`src/dc_valve_regs.svh`:
```
// Register offsets, field positions, reset values and timing counts
`ifndef DC_VALVE_REGS_SVH
`define DC_VALVE_REGS_SVH

`define OFF_CTRL 8'h00
`define OFF_DELAY 8'h04
`define OFF_BOOST 8'h08
`define OFF_TRIP 8'h0C
`define OFF_STATUS 8'h10

`define CTRL_LATCH 0
`define CTRL_TWO_WIRE 1
`define CTRL_LOCAL 2
`define CTRL_BOOST_OPEN 3
`define CTRL_ADJUST 4

`define RST_CTRL 5'h00
`define RST_DELAY 16'h0000
`define RST_BOOST 31'h00646464
`define RST_TRIP 8'h78

`define CLK_NS 20
`define TICK_NS 100000000
`define TICK_MS 100
`define HOLD_MS 1000
`define MAX_DELAY_MS 12000
`define HOLD_TICKS 7'h0A
`define MAX_TICKS 7'h78
`define PCT_BASE 8'h64
`define PCT_MAX 8'hC8
`define TRIP_FIXED 8'h78

`endif

```
`src/dc_valve_pkg.sv`:
```
// Types shared by the valve actuator controller
package dc_valve_pkg;

    typedef enum logic [5:0] {
        ST_IDLE = 6'h01,
        ST_WAIT_OPEN = 6'h02,
        ST_WAIT_CLOSE = 6'h04,
        ST_RUN_OPEN = 6'h08,
        ST_RUN_CLOSE = 6'h10,
        ST_HOLD = 6'h20
    } state_t;

    typedef enum logic [1:0] {
        PWR_IDLE = 2'h0,
        PWR_OPEN = 2'h1,
        PWR_CLOSE = 2'h2
    } pwrup_t;

endpackage

```
`src/dc_valve_actuator_controller.sv`:
```
// Open/close DC valve actuator controller with APB configuration
`timescale 1ns/1ns
`include "dc_valve_regs.svh"

module dc_valve_actuator_controller
    import dc_valve_pkg::*;
#(
    parameter int TICK_CYCLES = `TICK_NS / `CLK_NS
) (
    // Clock and reset
    input wire logic pclk,
    input wire logic presetn,
    // APB slave
    input wire logic psel,
    input wire logic penable,
    input wire logic pwrite,
    input wire logic [7:0] paddr,
    input wire logic [31:0] pwdata,
    output logic [31:0] prdata,
    output logic pready,
    output logic pslverr,
    // Commands, pushbuttons and limit switches (limit high = closed, ok)
    input wire logic open_cmd,
    input wire logic close_cmd,
    input wire logic open_button,
    input wire logic close_button,
    input wire logic open_limit_ok,
    input wire logic close_limit_ok,
    // Trip sensing, external trip reset (low resets), power-up option
    input wire logic [7:0] motor_current,
    input wire logic trip_reset_n,
    input wire logic [1:0] powerup_select,
    // Motor and indicators
    output logic drive_open,
    output logic drive_close,
    output logic brake_on,
    output logic [7:0] torque_pct,
    output logic red_led,
    output logic green_led,
    output logic trip_led,
    output logic trip_alarm
);

    function automatic logic [6:0] lim_ticks(input logic [6:0] v);
        lim_ticks = (v > `MAX_TICKS) ? `MAX_TICKS : v;
    endfunction

    function automatic logic [7:0] clamp_pct(input logic [7:0] p);
        if (p < `PCT_BASE)
            clamp_pct = `PCT_BASE;
        else if (p > `PCT_MAX)
            clamp_pct = `PCT_MAX;
        else
            clamp_pct = p;
    endfunction

    // Configuration registers
    logic [4:0] ctrl;
    logic [15:0] delay_cfg;
    logic [30:0] boost_cfg;
    logic [7:0] trip_level;

    // Fixed tick, one pulse per 100 ms
    logic [22:0] tick_cnt;
    logic tick;
    assign tick = (tick_cnt == 23'(TICK_CYCLES - 1));

    always_ff @(posedge pclk or negedge presetn) begin
        if (!presetn)
            tick_cnt <= 23'h000000;
        else if (tick)
            tick_cnt <= 23'h000000;
        else
            tick_cnt <= tick_cnt + 23'h000001;
    end

    // Input conditioning: two flops, then agree on two tick samples
    logic [5:0] raw_in;
    logic [5:0] sync1;
    logic [5:0] sync2;
    logic [5:0] samp;
    logic [5:0] deb;
    logic [5:0] agree;
    logic rst_s1;
    logic rst_s2;
    assign raw_in = {close_limit_ok, open_limit_ok, close_button,
                     open_button, close_cmd, open_cmd};
    assign agree = ~(sync2 ^ samp);

    always_ff @(posedge pclk or negedge presetn) begin
        if (!presetn) begin
            sync1 <= 6'h00;
            sync2 <= 6'h00;
            samp <= 6'h00;
            deb <= 6'h00;
            rst_s1 <= 1'b1;
            rst_s2 <= 1'b1;
        end else begin
            sync1 <= raw_in;
            sync2 <= sync1;
            rst_s1 <= trip_reset_n;
            rst_s2 <= rst_s1;
            if (tick) begin
                samp <= sync2;
                deb <= (agree & sync2) | (~agree & deb);
            end
        end
    end

    logic cmd_o;
    logic cmd_c;
    logic btn_o;
    logic btn_c;
    logic lim_o;
    logic lim_c;
    assign {lim_c, lim_o, btn_c, btn_o, cmd_c, cmd_o} = deb;

    // Configuration fields
    logic latching;
    logic two_wire;
    logic local_mode;
    logic adjustable;
    logic [6:0] dly_open;
    logic [6:0] dly_close;
    logic [6:0] boost_time;
    logic [7:0] thr;
    assign latching = ctrl[`CTRL_LATCH];
    assign two_wire = ctrl[`CTRL_TWO_WIRE] & ~latching;
    assign local_mode = ctrl[`CTRL_LOCAL];
    assign adjustable = ctrl[`CTRL_ADJUST];
    assign dly_open = lim_ticks(delay_cfg[6:0]);
    assign dly_close = lim_ticks(delay_cfg[14:8]);
    assign boost_time = lim_ticks(boost_cfg[30:24]);
    assign thr = adjustable ? trip_level : `TRIP_FIXED;

    // Command resolution; buttons ignore two-wire for manual positioning
    logic raw_o;
    logic raw_c;
    logic want_open;
    logic want_close;
    assign raw_o = local_mode ? btn_o : cmd_o;
    assign raw_c = local_mode ? btn_c
                 : (two_wire & ~local_mode) ? ~cmd_o : cmd_c;
    assign want_open = raw_o & ~raw_c;
    assign want_close = raw_c & ~raw_o;

    // Latching acts on trailing edges only
    logic prev_o;
    logic prev_c;
    logic go_open;
    logic go_close;
    assign go_open = prev_o & ~raw_o & ~raw_c;
    assign go_close = prev_c & ~raw_c & ~raw_o;

    // Trip latch and limit permission
    logic trip;
    logic trip_dir_open;
    logic can_open;
    logic can_close;
    assign can_open = lim_o & ~(trip & trip_dir_open);
    assign can_close = lim_c & ~(trip & ~trip_dir_open);

    state_t state;
    state_t next_state;
    logic [6:0] cnt;
    logic [6:0] next_cnt;
    logic [6:0] boost_cnt;
    logic pwr_pending;
    pwrup_t pwr_sel;
    logic running;
    logic over;
    assign running = (state == ST_RUN_OPEN) || (state == ST_RUN_CLOSE);
    assign over = running && (motor_current > thr);

    always_comb begin
        next_state = state;
        next_cnt = cnt;
        unique case (state)
            ST_IDLE: begin
                if (latching) begin
                    if (go_open && can_open) begin
                        next_state = ST_WAIT_OPEN;
                        next_cnt = 7'h00;
                    end else if (go_close && can_close) begin
                        next_state = ST_WAIT_CLOSE;
                        next_cnt = 7'h00;
                    end
                end else if (want_open && can_open) begin
                    next_state = ST_WAIT_OPEN;
                    next_cnt = dly_open;
                end else if (want_close && can_close) begin
                    next_state = ST_WAIT_CLOSE;
                    next_cnt = dly_close;
                end
            end
            ST_WAIT_OPEN: begin
                if ((!latching && !want_open) || !can_open)
                    next_state = ST_IDLE;
                else if (cnt == 7'h00)
                    next_state = ST_RUN_OPEN;
                else if (tick)
                    next_cnt = cnt - 7'h01;
            end
            ST_WAIT_CLOSE: begin
                if ((!latching && !want_close) || !can_close)
                    next_state = ST_IDLE;
                else if (cnt == 7'h00)
                    next_state = ST_RUN_CLOSE;
                else if (tick)
                    next_cnt = cnt - 7'h01;
            end
            ST_RUN_OPEN: begin
                if (latching && go_close && can_close) begin
                    // Pass through a wait so the open drive drops first
                    next_state = ST_WAIT_CLOSE;
                    next_cnt = 7'h00;
                end else if (!can_open || over) begin
                    next_state = latching ? ST_IDLE : ST_HOLD;
                    next_cnt = `HOLD_TICKS;
                end else if (!latching && !want_open) begin
                    next_state = ST_HOLD;
                    next_cnt = `HOLD_TICKS;
                end
            end
            ST_RUN_CLOSE: begin
                if (latching && go_open && can_open) begin
                    next_state = ST_WAIT_OPEN;
                    next_cnt = 7'h00;
                end else if (!can_close || over) begin
                    next_state = latching ? ST_IDLE : ST_HOLD;
                    next_cnt = `HOLD_TICKS;
                end else if (!latching && !want_close) begin
                    next_state = ST_HOLD;
                    next_cnt = `HOLD_TICKS;
                end
            end
            ST_HOLD: begin
                if (cnt != 7'h00) begin
                    if (tick)
                        next_cnt = cnt - 7'h01;
                end else if (pwr_pending && latching &&
                             pwr_sel == PWR_OPEN && can_open) begin
                    next_state = ST_WAIT_OPEN;
                    next_cnt = 7'h00;
                end else if (pwr_pending && latching &&
                             pwr_sel == PWR_CLOSE && can_close) begin
                    next_state = ST_WAIT_CLOSE;
                    next_cnt = 7'h00;
                end else begin
                    next_state = ST_IDLE;
                end
            end
            default: begin
                next_state = ST_IDLE;
                next_cnt = 7'h00;
            end
        endcase
    end

    logic next_drive_o;
    logic next_drive_c;
    logic next_trip;
    logic clear_rev;
    logic [7:0] next_pct;
    assign next_drive_o = (next_state == ST_RUN_OPEN);
    assign next_drive_c = (next_state == ST_RUN_CLOSE);
    assign clear_rev = trip && ((next_drive_o && !trip_dir_open) ||
                                (next_drive_c && trip_dir_open));
    // A new overcurrent wins over any clear in the same cycle
    assign next_trip = over | (trip & ~clear_rev & rst_s2);

    logic boost_on;
    logic [7:0] lat_pct;
    assign boost_on = boost_cnt < boost_time;
    assign lat_pct = clamp_pct(next_drive_o ? boost_cfg[15:8]
                                            : boost_cfg[23:16]);
    always_comb begin
        next_pct = `PCT_BASE;
        if (next_drive_o || next_drive_c) begin
            if (latching) begin
                if (boost_on)
                    next_pct = lat_pct;
            end else if (next_drive_o == ctrl[`CTRL_BOOST_OPEN]) begin
                next_pct = clamp_pct(boost_cfg[7:0]);
            end
        end
    end

    // The first second after reset lets software load the settings
    always_ff @(posedge pclk or negedge presetn) begin
        if (!presetn) begin
            state <= ST_HOLD;
            cnt <= `HOLD_TICKS;
            pwr_pending <= 1'b1;
        end else begin
            state <= next_state;
            cnt <= next_cnt;
            if (state == ST_HOLD && cnt == 7'h00)
                pwr_pending <= 1'b0;
        end
    end

    // Power-up option is caught while the power-up hold runs
    always_ff @(posedge pclk or negedge presetn) begin
        if (!presetn)
            pwr_sel <= PWR_IDLE;
        else if (pwr_pending)
            pwr_sel <= pwrup_t'(powerup_select);
    end

    always_ff @(posedge pclk or negedge presetn) begin
        if (!presetn) begin
            prev_o <= 1'b0;
            prev_c <= 1'b0;
            boost_cnt <= 7'h00;
            trip <= 1'b0;
            trip_dir_open <= 1'b0;
        end else begin
            prev_o <= raw_o;
            prev_c <= raw_c;
            if (!running)
                boost_cnt <= 7'h00;
            else if (tick && boost_cnt != 7'h7F)
                boost_cnt <= boost_cnt + 7'h01;
            trip <= next_trip;
            if (over)
                trip_dir_open <= (state == ST_RUN_OPEN);
        end
    end

    // Motor and indicator outputs
    always_ff @(posedge pclk or negedge presetn) begin
        if (!presetn) begin
            drive_open <= 1'b0;
            drive_close <= 1'b0;
            brake_on <= 1'b1;
            red_led <= 1'b0;
            green_led <= 1'b0;
            torque_pct <= `PCT_BASE;
            trip_led <= 1'b0;
            trip_alarm <= 1'b0;
        end else begin
            drive_open <= next_drive_o;
            drive_close <= next_drive_c;
            brake_on <= ~(next_drive_o | next_drive_c);
            red_led <= next_drive_o;
            green_led <= next_drive_c;
            torque_pct <= next_pct;
            trip_led <= next_trip & adjustable;
            trip_alarm <= next_trip & adjustable;
        end
    end

    // APB slave: zero wait states, error on unmapped offsets
    logic hit_ctrl;
    logic hit_delay;
    logic hit_boost;
    logic hit_trip;
    logic hit_status;
    logic hit;
    logic wr;
    logic [31:0] rd_mux;
    assign hit_ctrl = (paddr == `OFF_CTRL);
    assign hit_delay = (paddr == `OFF_DELAY);
    assign hit_boost = (paddr == `OFF_BOOST);
    assign hit_trip = (paddr == `OFF_TRIP);
    assign hit_status = (paddr == `OFF_STATUS);
    assign hit = hit_ctrl | hit_delay | hit_boost | hit_trip | hit_status;
    assign wr = psel & penable & pwrite;
    assign pready = 1'b1;
    assign pslverr = psel & penable & ~hit;
    assign rd_mux = hit_ctrl ? {27'h0, ctrl}
                  : hit_delay ? {16'h0, delay_cfg}
                  : hit_boost ? {1'b0, boost_cfg}
                  : hit_trip ? {24'h0, trip_level}
                  : hit_status ? {16'h0, deb, trip_dir_open, trip,
                                  drive_close, drive_open, state}
                  : 32'h00000000;

    always_ff @(posedge pclk or negedge presetn) begin
        if (!presetn) begin
            ctrl <= `RST_CTRL;
            delay_cfg <= `RST_DELAY;
            boost_cfg <= `RST_BOOST;
            trip_level <= `RST_TRIP;
            prdata <= 32'h00000000;
        end else begin
            if (psel && !penable)
                prdata <= rd_mux;
            if (wr && hit_ctrl)
                ctrl <= pwdata[4:0];
            if (wr && hit_delay)
                delay_cfg <= {1'b0, pwdata[14:8], 1'b0, pwdata[6:0]};
            if (wr && hit_boost)
                boost_cfg <= pwdata[30:0];
            if (wr && hit_trip)
                trip_level <= pwdata[7:0];
        end
    end
endmodule

```
`config.mk`:
```
export PLATFORM = sky130hd
export DESIGN_NAME = dc_valve_actuator_controller
export DESIGN_NICKNAME = d
export VERILOG_FILES = /design/src/dc_valve_pkg.sv /design/src/dc_valve_actuator_controller.sv
export VERILOG_INCLUDE_DIRS = /design/src
export SDC_FILE = /design/constraint.sdc
export NUM_CORES = 1
export LEC_CHECK = 0
export ABC_AREA = 0
export BUFFER_PORTS_ARGS = -buffer_cell sky130_fd_sc_hd__buf_2
export CORE_MARGIN = 4
export CORE_UTILIZATION = 26
export CTS_CLUSTER_DIAMETER = 50
export DETAILED_ROUTE_END_ITERATION = 8
export GPL_TIMING_DRIVEN = 0
export HOLD_SLACK_MARGIN = 0.06
export PLACE_DENSITY = 0.51
export SLEW_MARGIN = 10
export SYNTH_ARGS = -nofsm -noshare
export SYNTH_HDL_FRONTEND = slang
export SYNTH_SLANG_ARGS = --single-unit
```
`constraint.sdc`:
```
create_clock -name pclk -period 2.9 [get_ports pclk]
set_input_delay 0.145 -clock pclk [delete_from_list [all_inputs] [get_ports pclk]]
set_output_delay 0.145 -clock pclk [all_outputs]
set_load 0.005 [all_outputs]
```
==> insert_results.sql, run 1 <==
INSERT INTO impl_metrics (metric_group, metric, value, unit) VALUES
('yosys', 'synth_edf_count', '0', ''),
('yosys', 'synth_top_flop_cell', 'sky130_fd_sc_hd__dfrtp_1', ''),
('timing', 'worst_slack', '-0.1695', 'ns'),
('placed_design', 'dp_hpwl', '18790', 'microns'),
('yosys', 'synth.mux.area_fraction', '9.780', '%'),
('timing', 'fin_crit_sh', '105.8', '%'),
('drt', 'route.antenna.remaining_nets', '0', ''),
('finish', 'synthToLayoutAreaGrowth', '30.02', '%'),
('power_and_ir_drop', 'power_leakage', '5.053', 'nW'),
('setup_path', 'end_kind', 'flop', ''),
('status', 'violated_checks', 'setup timing', ''),
('yosys', 'synth_compound_gate_area_share', '14.87', '%'),
('timing', 'final_period_minus_worst_setup_slack', '3.070', 'ns'),
('drt', 'drt-pass1-iter-count', '7', ''),
('setup_path', 'worst_setup_path_start_kind', 'flop', ''),
('yosys', 'synthesis.instances', '814', ''),
('drt', 'postRouteWirelength', '26060', 'microns'),
('drt', 'dr_total_vias', '7134', ''),
('global_routing', 'grt_max_degree', '94', ''),
('global_routing', 'antenna_found_initial', '2', ''),
('yosys', 'synth-xor-area-share', '2.730', '%'),
('drt', 'drcViolationCount', '0', ''),
('yosys', 'synthesis.area', '8661', 'sq um'),
('placed_design', 'dpl.cell_count', '1364', ''),
('clocking', 'clock_tree.buffer_depth', '2', ''),
('floorplanning', 'coreArea', '32700', 'sq um'),
('floorplanning', 'floorplan.rows', '66', ''),
('yosys', 'synth_top_family_by_area', 'simple AND/OR/NAND/NOR gates', ''),
('yosys', 'syn_avg_cell_area', '10.64', 'sq um'),
('clocking', 'cts-buffers-inserted', '17', ''),
('yosys', 'ys_types', '76', ''),
('global_routing', 'global_route.overflow_total', '0', ''),
('power_and_ir_drop', 'power_density', '491.4', 'nW/um^2'),
('yosys', 'async_sr_flop_fraction', '100.0', '%'),
('clocking', 'cts_max_level', '4', ''),
('yosys', 'synth_adder_area_share', '2.586', '%'),
('floorplanning', 'boundaryPins', '111', ''),
('timing', 'drv_slew', '0', ''),
('timing', 'post_route_worst_hold_slack', '0.2238', 'ns'),
('timing', 'worst_slew_margin_rel', '43.83', '%'),
('timing', 'setup_repair_after_global_routing_missed_its_margin', 'yes', ''),
('power_and_ir_drop', 'vdd_ir_drop_max', '0.3123', 'mV'),
('drt', 'drt-wirelength-per-cell', '17.82', 'microns'),
('yosys', 'mappedNetlistNets', '893', ''),
('hold_path', 'min_path_type', 'input pin to flop', ''),
('global_routing', 'first_global_vias', '7172', ''),
('finish', 'num_antenna_cells', '0', ''),
('finish', 'fin_nets', '1087', ''),
('clocking', 'cts_root_buf', 'sky130_fd_sc_hd__clkbuf_16', ''),
('yosys', 'post_synth_and_or_nand_nor_area_fraction', '14.94', '%'),
('timing', 'timing_hold_violations_final', '0', ''),
('timing', 'tightestPinTransition', '0.8404', 'ns'),
('global_routing', 'global_route_wire_length_before_repair', '41150', 'microns'),
('finish', 'final_cell_count_no_fill', '1463', ''),
('setup_path', 'arrival', '3.42', 'ns'),
('clocking', 'clk_latency', '0.43', 'ns'),
('flow_run', 'max-cap-violations', '0', ''),
('yosys', 'synth_seq_cells', '177', ''),
('setup_path', 'critPathKind', 'flop to flop', ''),
('placed_design', 'port_buffers', '106', ''),
('placed_design', 'place_ws', '-0.9733', 'ns'),
('timing', 'max_freq', '325.8', 'MHz'),
('timing', 'finalSetupViolations', '8', ''),
('finish', 'share_of_final_layout_standard_cells_stronger_than_drive_strength_1', '29.38', '%'),
('placed_design', 'routabilityCongestion', '0.8668', ''),
('status', 'status', 'complete, but fails checks', ''),
('floorplanning', 'die-width', '190.5', 'microns'),
('floorplanning', 'die-area', '36290', 'sq um'),
('floorplanning', 'initial_core_util', '26.48', '%'),
('setup_path', 'setup_slack_of_the_worst_register_to_register_path', '-0.17', 'ns'),
('finish', 'postLayoutCoreUtil', '34.44', '%'),
('yosys', 'number_of_warnings_reported_in_the_yosys_synthesis_log', '0', ''),
('yosys', 'yosysSeqAreaShare', '51.47', '%'),
('timing', 'fin_worst_skew', '0.009471', 'ns'),
('power_and_ir_drop', 'tot_pwr', '5.533', 'mW'),
('setup_path', 'critical_path.max_fanout', '5', ''),
('clocking', 'cts.sink_count', '177', ''),
('setup_path', 'worst-endpoint-required', '3.26', 'ns'),
('clocking', 'tritoncts', 'built', ''),
('drt', 'post_drt_via_cell_ratio', '4.876', ''),
('floorplanning', 'die_h', '190.5', 'microns'),
('clocking', 'cts.reportedPaths.clkPinSlew', '0.07', 'ns'),
('global_routing', 'grt_util_all_layers', '14.40', '%'),
('drt', 'initialDrtViolationCount', '626', '');
[synthesized netlist by cell type (5+ instances only)]
cell / number / share of area [%]
sky130_fd_sc_hd__mux2_2: 46 / 6.0
sky130_fd_sc_hd__and2_1: 7 / 0.51
sky130_fd_sc_hd__nand2b_1: 9 / 0.65
sky130_fd_sc_hd__nand2_1: 74 / 3.2
sky130_fd_sc_hd__nor3b_1: 5 / 0.43
sky130_fd_sc_hd__clkbuf_1: 25 / 1.1
sky130_fd_sc_hd__o211ai_1: 8 / 0.69
sky130_fd_sc_hd__or3_1: 6 / 0.43
sky130_fd_sc_hd__xor2_1: 13 / 1.3
sky130_fd_sc_hd__o21ai_0: 60 / 3.5
sky130_fd_sc_hd__a21oi_1: 39 / 2.3
sky130_fd_sc_hd__and3_1: 10 / 0.72
sky130_fd_sc_hd__dfrtp_1: 154 / 44
sky130_fd_sc_hd__nand3_1: 28 / 1.6
sky130_fd_sc_hd__a222oi_1: 10 / 1.2
sky130_fd_sc_hd__nor3_1: 12 / 0.69
sky130_fd_sc_hd__mux2i_1: 16 / 1.8
sky130_fd_sc_hd__xnor2_1: 14 / 1.4
sky130_fd_sc_hd__inv_1: 28 / 1.2
sky130_fd_sc_hd__nor2b_1: 11 / 0.79
sky130_fd_sc_hd__nor2_1: 51 / 2.2
sky130_fd_sc_hd__dfstp_2: 23 / 7.0
sky130_fd_sc_hd__buf_4: 5 / 0.43
sky130_fd_sc_hd__mux2_1: 11 / 1.4
sky130_fd_sc_hd__ha_1: 17 / 2.5
sky130_fd_sc_hd__o2bb2ai_1: 6 / 0.61
sky130_fd_sc_hd__nand4_1: 13 / 0.94
sky130_fd_sc_hd__a22oi_1: 5 / 0.43
sky130_fd_sc_hd__a22o_1: 16 / 1.6
sky130_fd_sc_hd__a31oi_1: 6 / 0.43
[routing by layer]
layer	vias to the layer above	track usage [%]	part of all wire, %
li1	3355	-	-
met1	3553	20.03	47
met2	184	22.80	46
met3	38	2.874	4.8
met4	4	4.309	2.3
met5	-	0	0.084
[placed cells by master (no fill, tap or decap), drive strengths merged, types with 6 or more instances in the layout]
cell type	Yosys	final
clkbuf	25	40
mux2i	16	16
dfrtp	154	154
a31oi	7	7
nand2	74	74
nand3	28	28
xor2	13	13
dfstp	23	23
ha	17	17
nor2	51	51
and3	10	10
buf	14	152
o2bb2ai	6	6
and2	7	7
o21ai	63	63
nor3	15	15
nor2b	11	11
inv	28	34
or3	7	7
a222oi	10	10
a22o	16	16
xnor2	14	14
dlygate4sd3	0	41
nand2b	9	9
o211ai	8	8
mux2	57	57
a21oi	39	39
nand4	13	13
[stage by stage]
step / cell area [sq um] / TNS [ns]
detailed placement: 9807 / -38.96
finish: 11260 / -1.008
CTS: 11130 / -0.8687
floorplan: 8668 / 0
global route: 11260 / -2.294
global placement: 9752 / -228.97
[cell type report]
type / instances / area, sq um
sequential: 177 / 4463
tap: 442 / 553.0
clock inverter: 13 / 170.2
clock buffer: 19 / 442.9
timing repair buffer: 183 / 1240
fill: 3307 / 21440
inverter: 28 / 105.1
multi-input combinational: 570 / 4131
buffer: 31 / 155.1
[sequential cells by signal, summed over array words and instances, names as in the netlist, 2 cells and up, named ones only]
name        count
boost_cnt       7
cnt             7
delay_cfg      14
ctrl            5
torque_pct      8
samp            6
trip_level      8
sync1           6
pwr_sel         2
sync2           6
state           6
prdata         31
tick_cnt       23
boost_cfg      31
[cells by family (layout without fill, tap and decap cells)]
kind of cell,after synthesis,after routing
AO/OA/AOI/OAI,194,194
XOR/XNOR,27,27
adder cells (fa/ha/maj),18,18
buffers and inverters,67,274
flip-flops,177,177
multiplexers,75,75
other,2,2
AND/OR/NAND/NOR,254,254
[what timing repair did]
item,4_1_cts,5_1_grt
pin swaps,8,7
resized for setup,30,14
setup buffers,24,10
endpoints found under the setup margin,42,21
hold buffers,41,0
endpoints found under the hold margin,141,0
[final timing paths]
path                       startpoint       endpoint  cells after the start
setup / recovery             state[2]  torque_pct[4]                      8
hold / removal               paddr[1]      prdata[4]                      4
setup reg to reg             state[2]  torque_pct[4]                      8
hold reg to reg              sync1[0]       sync2[0]                      0
max in group asynchronous     presetn    tick_cnt[1]                      3
min in group asynchronous     presetn  trip_level[7]                      2
[where the power goes]
group | leakage [nW] | total [mW] | internal, mW | switching [mW]
Clock | 0.297 | 2.41 | 1.33 | 1.08
Combinational | 2.45 | 0.555 | 0.251 | 0.303
Sequential | 2.31 | 2.57 | 2.51 | 0.0531
[worst max-delay path: stages (launching register included)]
cell and delay, ns:
sky130_fd_sc_hd__dfrtp_2 0.43, sky130_fd_sc_hd__or4b_4 0.52, sky130_fd_sc_hd__or3_4 0.40, sky130_fd_sc_hd__a41o_4 0.28
sky130_fd_sc_hd__a31oi_4 0.20, sky130_fd_sc_hd__o311a_4 0.28, sky130_fd_sc_hd__mux2_4 0.34, sky130_fd_sc_hd__or3_4 0.41
sky130_fd_sc_hd__a21oi_4 0.12
No activity file was read; power rests on OpenSTA's default activity.
==> run 2: changes to the inputs <==
--- a/config.mk
+++ b/config.mk
@@ -8,13 +8,14 @@
 export LEC_CHECK = 0
 export ABC_AREA = 0
 export BUFFER_PORTS_ARGS = -buffer_cell sky130_fd_sc_hd__buf_2
+export CORE_ASPECT_RATIO = 0.5
 export CORE_MARGIN = 4
 export CORE_UTILIZATION = 26
 export CTS_CLUSTER_DIAMETER = 50
 export DETAILED_ROUTE_END_ITERATION = 8
 export GPL_TIMING_DRIVEN = 0
 export HOLD_SLACK_MARGIN = 0.06
-export PLACE_DENSITY = 0.51
+export PLACE_DENSITY = 0.49
 export SLEW_MARGIN = 10
 export SYNTH_ARGS = -nofsm -noshare
 export SYNTH_HDL_FRONTEND = slang
==> constraint.sdc (replaced) <==
create_clock -name pclk -period 3.3 [get_ports pclk]
set_input_delay 0.165 -clock pclk [delete_from_list [all_inputs] [get_ports pclk]]
set_output_delay 0.165 -clock pclk [all_outputs]
set_load 0.005 [all_outputs]
==> run 2 against run 1 <==
The flow now finishes without violations. Clock skew up 0.0038 ns. Final area down 3.0%. Sequential share of layout area up 1.2 points. Utilization down 0.53 points. Sequential power down 13%. Critical path depth up 1. Worst setup slack better by 0.25 ns. Sequential cell count unchanged. Largest cell class unchanged. Die area up 0.49%. Critical path type unchanged. Via count down 2.3%. Non-clock buffer count down 22.
==> insert_results.sql, run 2 (synthesized netlist as in run 1, its figures left out) <==
INSERT INTO impl_metrics (metric_group, metric, value, unit) VALUES
('clocking', 'cts_root_buf', 'sky130_fd_sc_hd__clkbuf_16', ''),
('hold_path', 'timing.hold.worst_path_depth', '4', ''),
('placed_design', 'routabilityCongestion', '0.8552', ''),
('timing', 'worst_slack', '0.08004', 'ns'),
('timing', 'max_freq', '310.6', 'MHz'),
('power_and_ir_drop', 'tot_pwr', '4.618', 'mW'),
('floorplanning', 'die-area', '36470', 'sq um'),
('drt', 'route.antenna.remaining_nets', '0', ''),
('finish', 'postLayoutCoreUtil', '33.91', '%'),
('setup_path', 'worstRegToRegCells', '9', ''),
('placed_design', 'place_ws', '-0.7760', 'ns'),
('finish', 'multi_input_comb_area', '4055', 'sq um'),
('finish', 'finalInstanceArea', '10930', 'sq um'),
('finish', 'fin_nets', '1065', ''),
('timing', 'worst_slew_margin_rel', '32.48', '%'),
('global_routing', 'grt_max_degree', '110', ''),
('setup_path', 'arrival', '3.57', 'ns'),
('finish', 'filler_cell_count', '3260', ''),
('floorplanning', 'floorplan.rows', '46', ''),
('finish', 'layout_top_registers', 'boost_cfg: 31 flops, prdata: 31 flops, tick_cnt: 23 flops', ''),
('setup_path', 'critPathKind', 'flop to flop', ''),
('clocking', 'clock_tree.buffer_depth', '2', ''),
('finish', 'most_frequent_cells_in_the_layout', '151 x sky130_fd_sc_hd__dfrtp_1, 108 x sky130_fd_sc_hd__buf_2, 74 x sky130_fd_sc_hd__nand2_1', ''),
('clocking', 'clk_latency', '0.44', 'ns'),
('hold_path', 'hold_path.startpoint', 'paddr[4]', ''),
('global_routing', 'antenna_found_initial', '2', ''),
('flow_run', 'max-cap-violations', '0', ''),
('timing', 'tightestPinTransition', '1.005', 'ns'),
('drt', 'post_drt_via_cell_ratio', '4.865', ''),
('global_routing', 'global_route_wire_length_before_repair', '40520', 'microns'),
('floorplanning', 'initial_core_util', '26.87', '%'),
('clocking', 'cts_max_level', '4', ''),
('timing', 'fin_worst_skew', '0.01331', 'ns'),
('drt', 'drcViolationCount', '0', ''),
('timing', 'timing_hold_violations_final', '0', ''),
('placed_design', 'placedInstanceArea', '9789', 'sq um'),
('setup_path', 'crit_path_max_incr_delay', '0.51', 'ns'),
('timing', 'finalSetupViolations', '0', ''),
('drt', 'dr_total_vias', '6971', ''),
('global_routing', 'global_route.overflow_total', '0', ''),
('setup_path', 'path_cells', 'buf_4 > or4b_4 > or3_4 > a41o_4 > a31oi_4 > o311a_4 > mux2_2 > or3_1 > a21oi_1', ''),
('placed_design', 'port_buffers', '106', ''),
('finish', 'final_cell_count_no_fill', '1433', ''),
('setup_path', 'setup_slack_of_the_worst_register_to_register_path', '0.08', 'ns'),
('finish', 'register_area', '4462', 'sq um'),
('hold_path', 'min_path_type', 'input pin to flop', ''),
('floorplanning', 'coreArea', '32230', 'sq um'),
('clocking', 'cts-buffers-inserted', '17', ''),
('finish', 'synthToLayoutAreaGrowth', '26.18', '%'),
('timing', 'drv_slew', '0', ''),
('setup_path', 'worst_setup_path_start_kind', 'flop', ''),
('clocking', 'cts.reportedPaths.clkPinSlew', '0.07', 'ns'),
('power_and_ir_drop', 'vdd_ir_drop_max', '0.3231', 'mV'),
('drt', 'drt-wirelength-per-cell', '18.08', 'microns'),
('global_routing', 'first_global_vias', '7072', ''),
('drt', 'initialDrtViolationCount', '550', ''),
('power_and_ir_drop', 'power_leakage', '4.872', 'nW'),
('finish', 'share_of_final_layout_standard_cells_stronger_than_drive_strength_1', '25.93', '%'),
('timing', 'setup_repair_after_global_routing_missed_its_margin', 'no', ''),
('setup_path', 'critical_path.reg2reg.startpoint', 'state[4]', ''),
('clocking', 'tritoncts', 'built', ''),
('finish', 'layout_commonest_cell', 'sky130_fd_sc_hd__dfrtp_1', ''),
('floorplanning', 'die-width', '266.1', 'microns'),
('drt', 'drt-pass1-iter-count', '7', ''),
('floorplanning', 'boundaryPins', '111', ''),
('drt', 'postRouteWirelength', '25910', 'microns'),
('clocking', 'cts.sink_count', '177', ''),
('setup_path', 'capturing_point_of_the_worst_reg2reg_path', 'torque_pct[4]', ''),
('setup_path', 'critical-path-top-delay-family', 'simple AND/OR/NAND/NOR gates', ''),
('status', 'status', 'complete, no violations', ''),
('power_and_ir_drop', 'power_density', '422.6', 'nW/um^2'),
('floorplanning', 'die_h', '137.1', 'microns'),
('placed_design', 'dp_hpwl', '19210', 'microns'),
('setup_path', 'cp_num_buf_inv', '1', ''),
('timing', 'final_period_minus_worst_setup_slack', '3.220', 'ns'),
('setup_path', 'critical_path.max_fanout', '9', ''),
('global_routing', 'grt_util_all_layers', '14.29', '%'),
('setup_path', 'worst_path_max_delay_cell', 'sky130_fd_sc_hd__or4b_4', ''),
('timing', 'finalSetupTns', '0', 'ns'),
('hold_path', 'hold_path_end', 'prdata[4]', ''),
('timing', 'fin_crit_sh', '97.57', '%'),
('setup_path', 'end_kind', 'flop', ''),
('placed_design', 'dpl.cell_count', '1354', ''),
('setup_path', 'worst-endpoint-required', '3.65', 'ns'),
('timing', 'post_route_worst_hold_slack', '0.1989', 'ns');
## run 2: worst max path at each step
stage                     slack (ns)  depth (start not counted)            end      from
after detailed placement       -0.78                         11  torque_pct[5]   ctrl[4]
after CTS                       0.04                         10  torque_pct[1]  state[4]
after floorplan                 0.36                         10  torque_pct[0]  state[5]
final                           0.08                          9  torque_pct[4]  state[4]
after global routing           0.007                          9  torque_pct[0]  state[0]
after global placement         -0.83                         11  torque_pct[5]   ctrl[4]
## run 2: final cells by class
type                    count  share of cell area, %
flip-flops and latches    177                  40.83
clock inverters            10                 0.7900
plain buffers              37                  1.729
repair buffers            155                  9.434
inverters                  28                 0.9618
diodes                      2                0.04580
well taps                 432                  4.946
clock buffers              22                  4.156
multi-input cells         570                  37.11
## run 2: repair_timing
item	CTS	global route
resized for setup	19	10
pin swaps	4	2
endpoints found under the hold margin	132	0
hold buffers	41	0
buffers inserted	3	3
setup endpoints to repair	17	11
## run 2: power breakdown
group / switching (mW) / internal, mW / leakage, nW
Sequential: 0.0240 / 2.21 / 2.31
Clock: 0.868 / 1.05 / 0.260
Combinational: 0.271 / 0.188 / 2.30
Total: 1.16 / 3.45 / 4.87
## run 2: layer usage
layer / routed length (microns) / track usage [%] / vias to the layer above
li1: - / - / 3308
met2: 12110 / 22.72 / 144
met3: 1152 / 3.018 / 22
met4: 260 / 3.235 / 0
met1: 12380 / 20.13 / 3497
met5: 0 / 0 / -
## run 2: worst reg2reg max path, stage by stage, from the launching register on
cell and delay [ns]:
sky130_fd_sc_hd__dfrtp_1 0.37, sky130_fd_sc_hd__buf_4 0.18, sky130_fd_sc_hd__or4b_4 0.51, sky130_fd_sc_hd__or3_4 0.40, sky130_fd_sc_hd__a41o_4 0.29, sky130_fd_sc_hd__a31oi_4 0.18
sky130_fd_sc_hd__o311a_4 0.30, sky130_fd_sc_hd__mux2_2 0.38, sky130_fd_sc_hd__or3_1 0.37, sky130_fd_sc_hd__a21oi_1 0.16
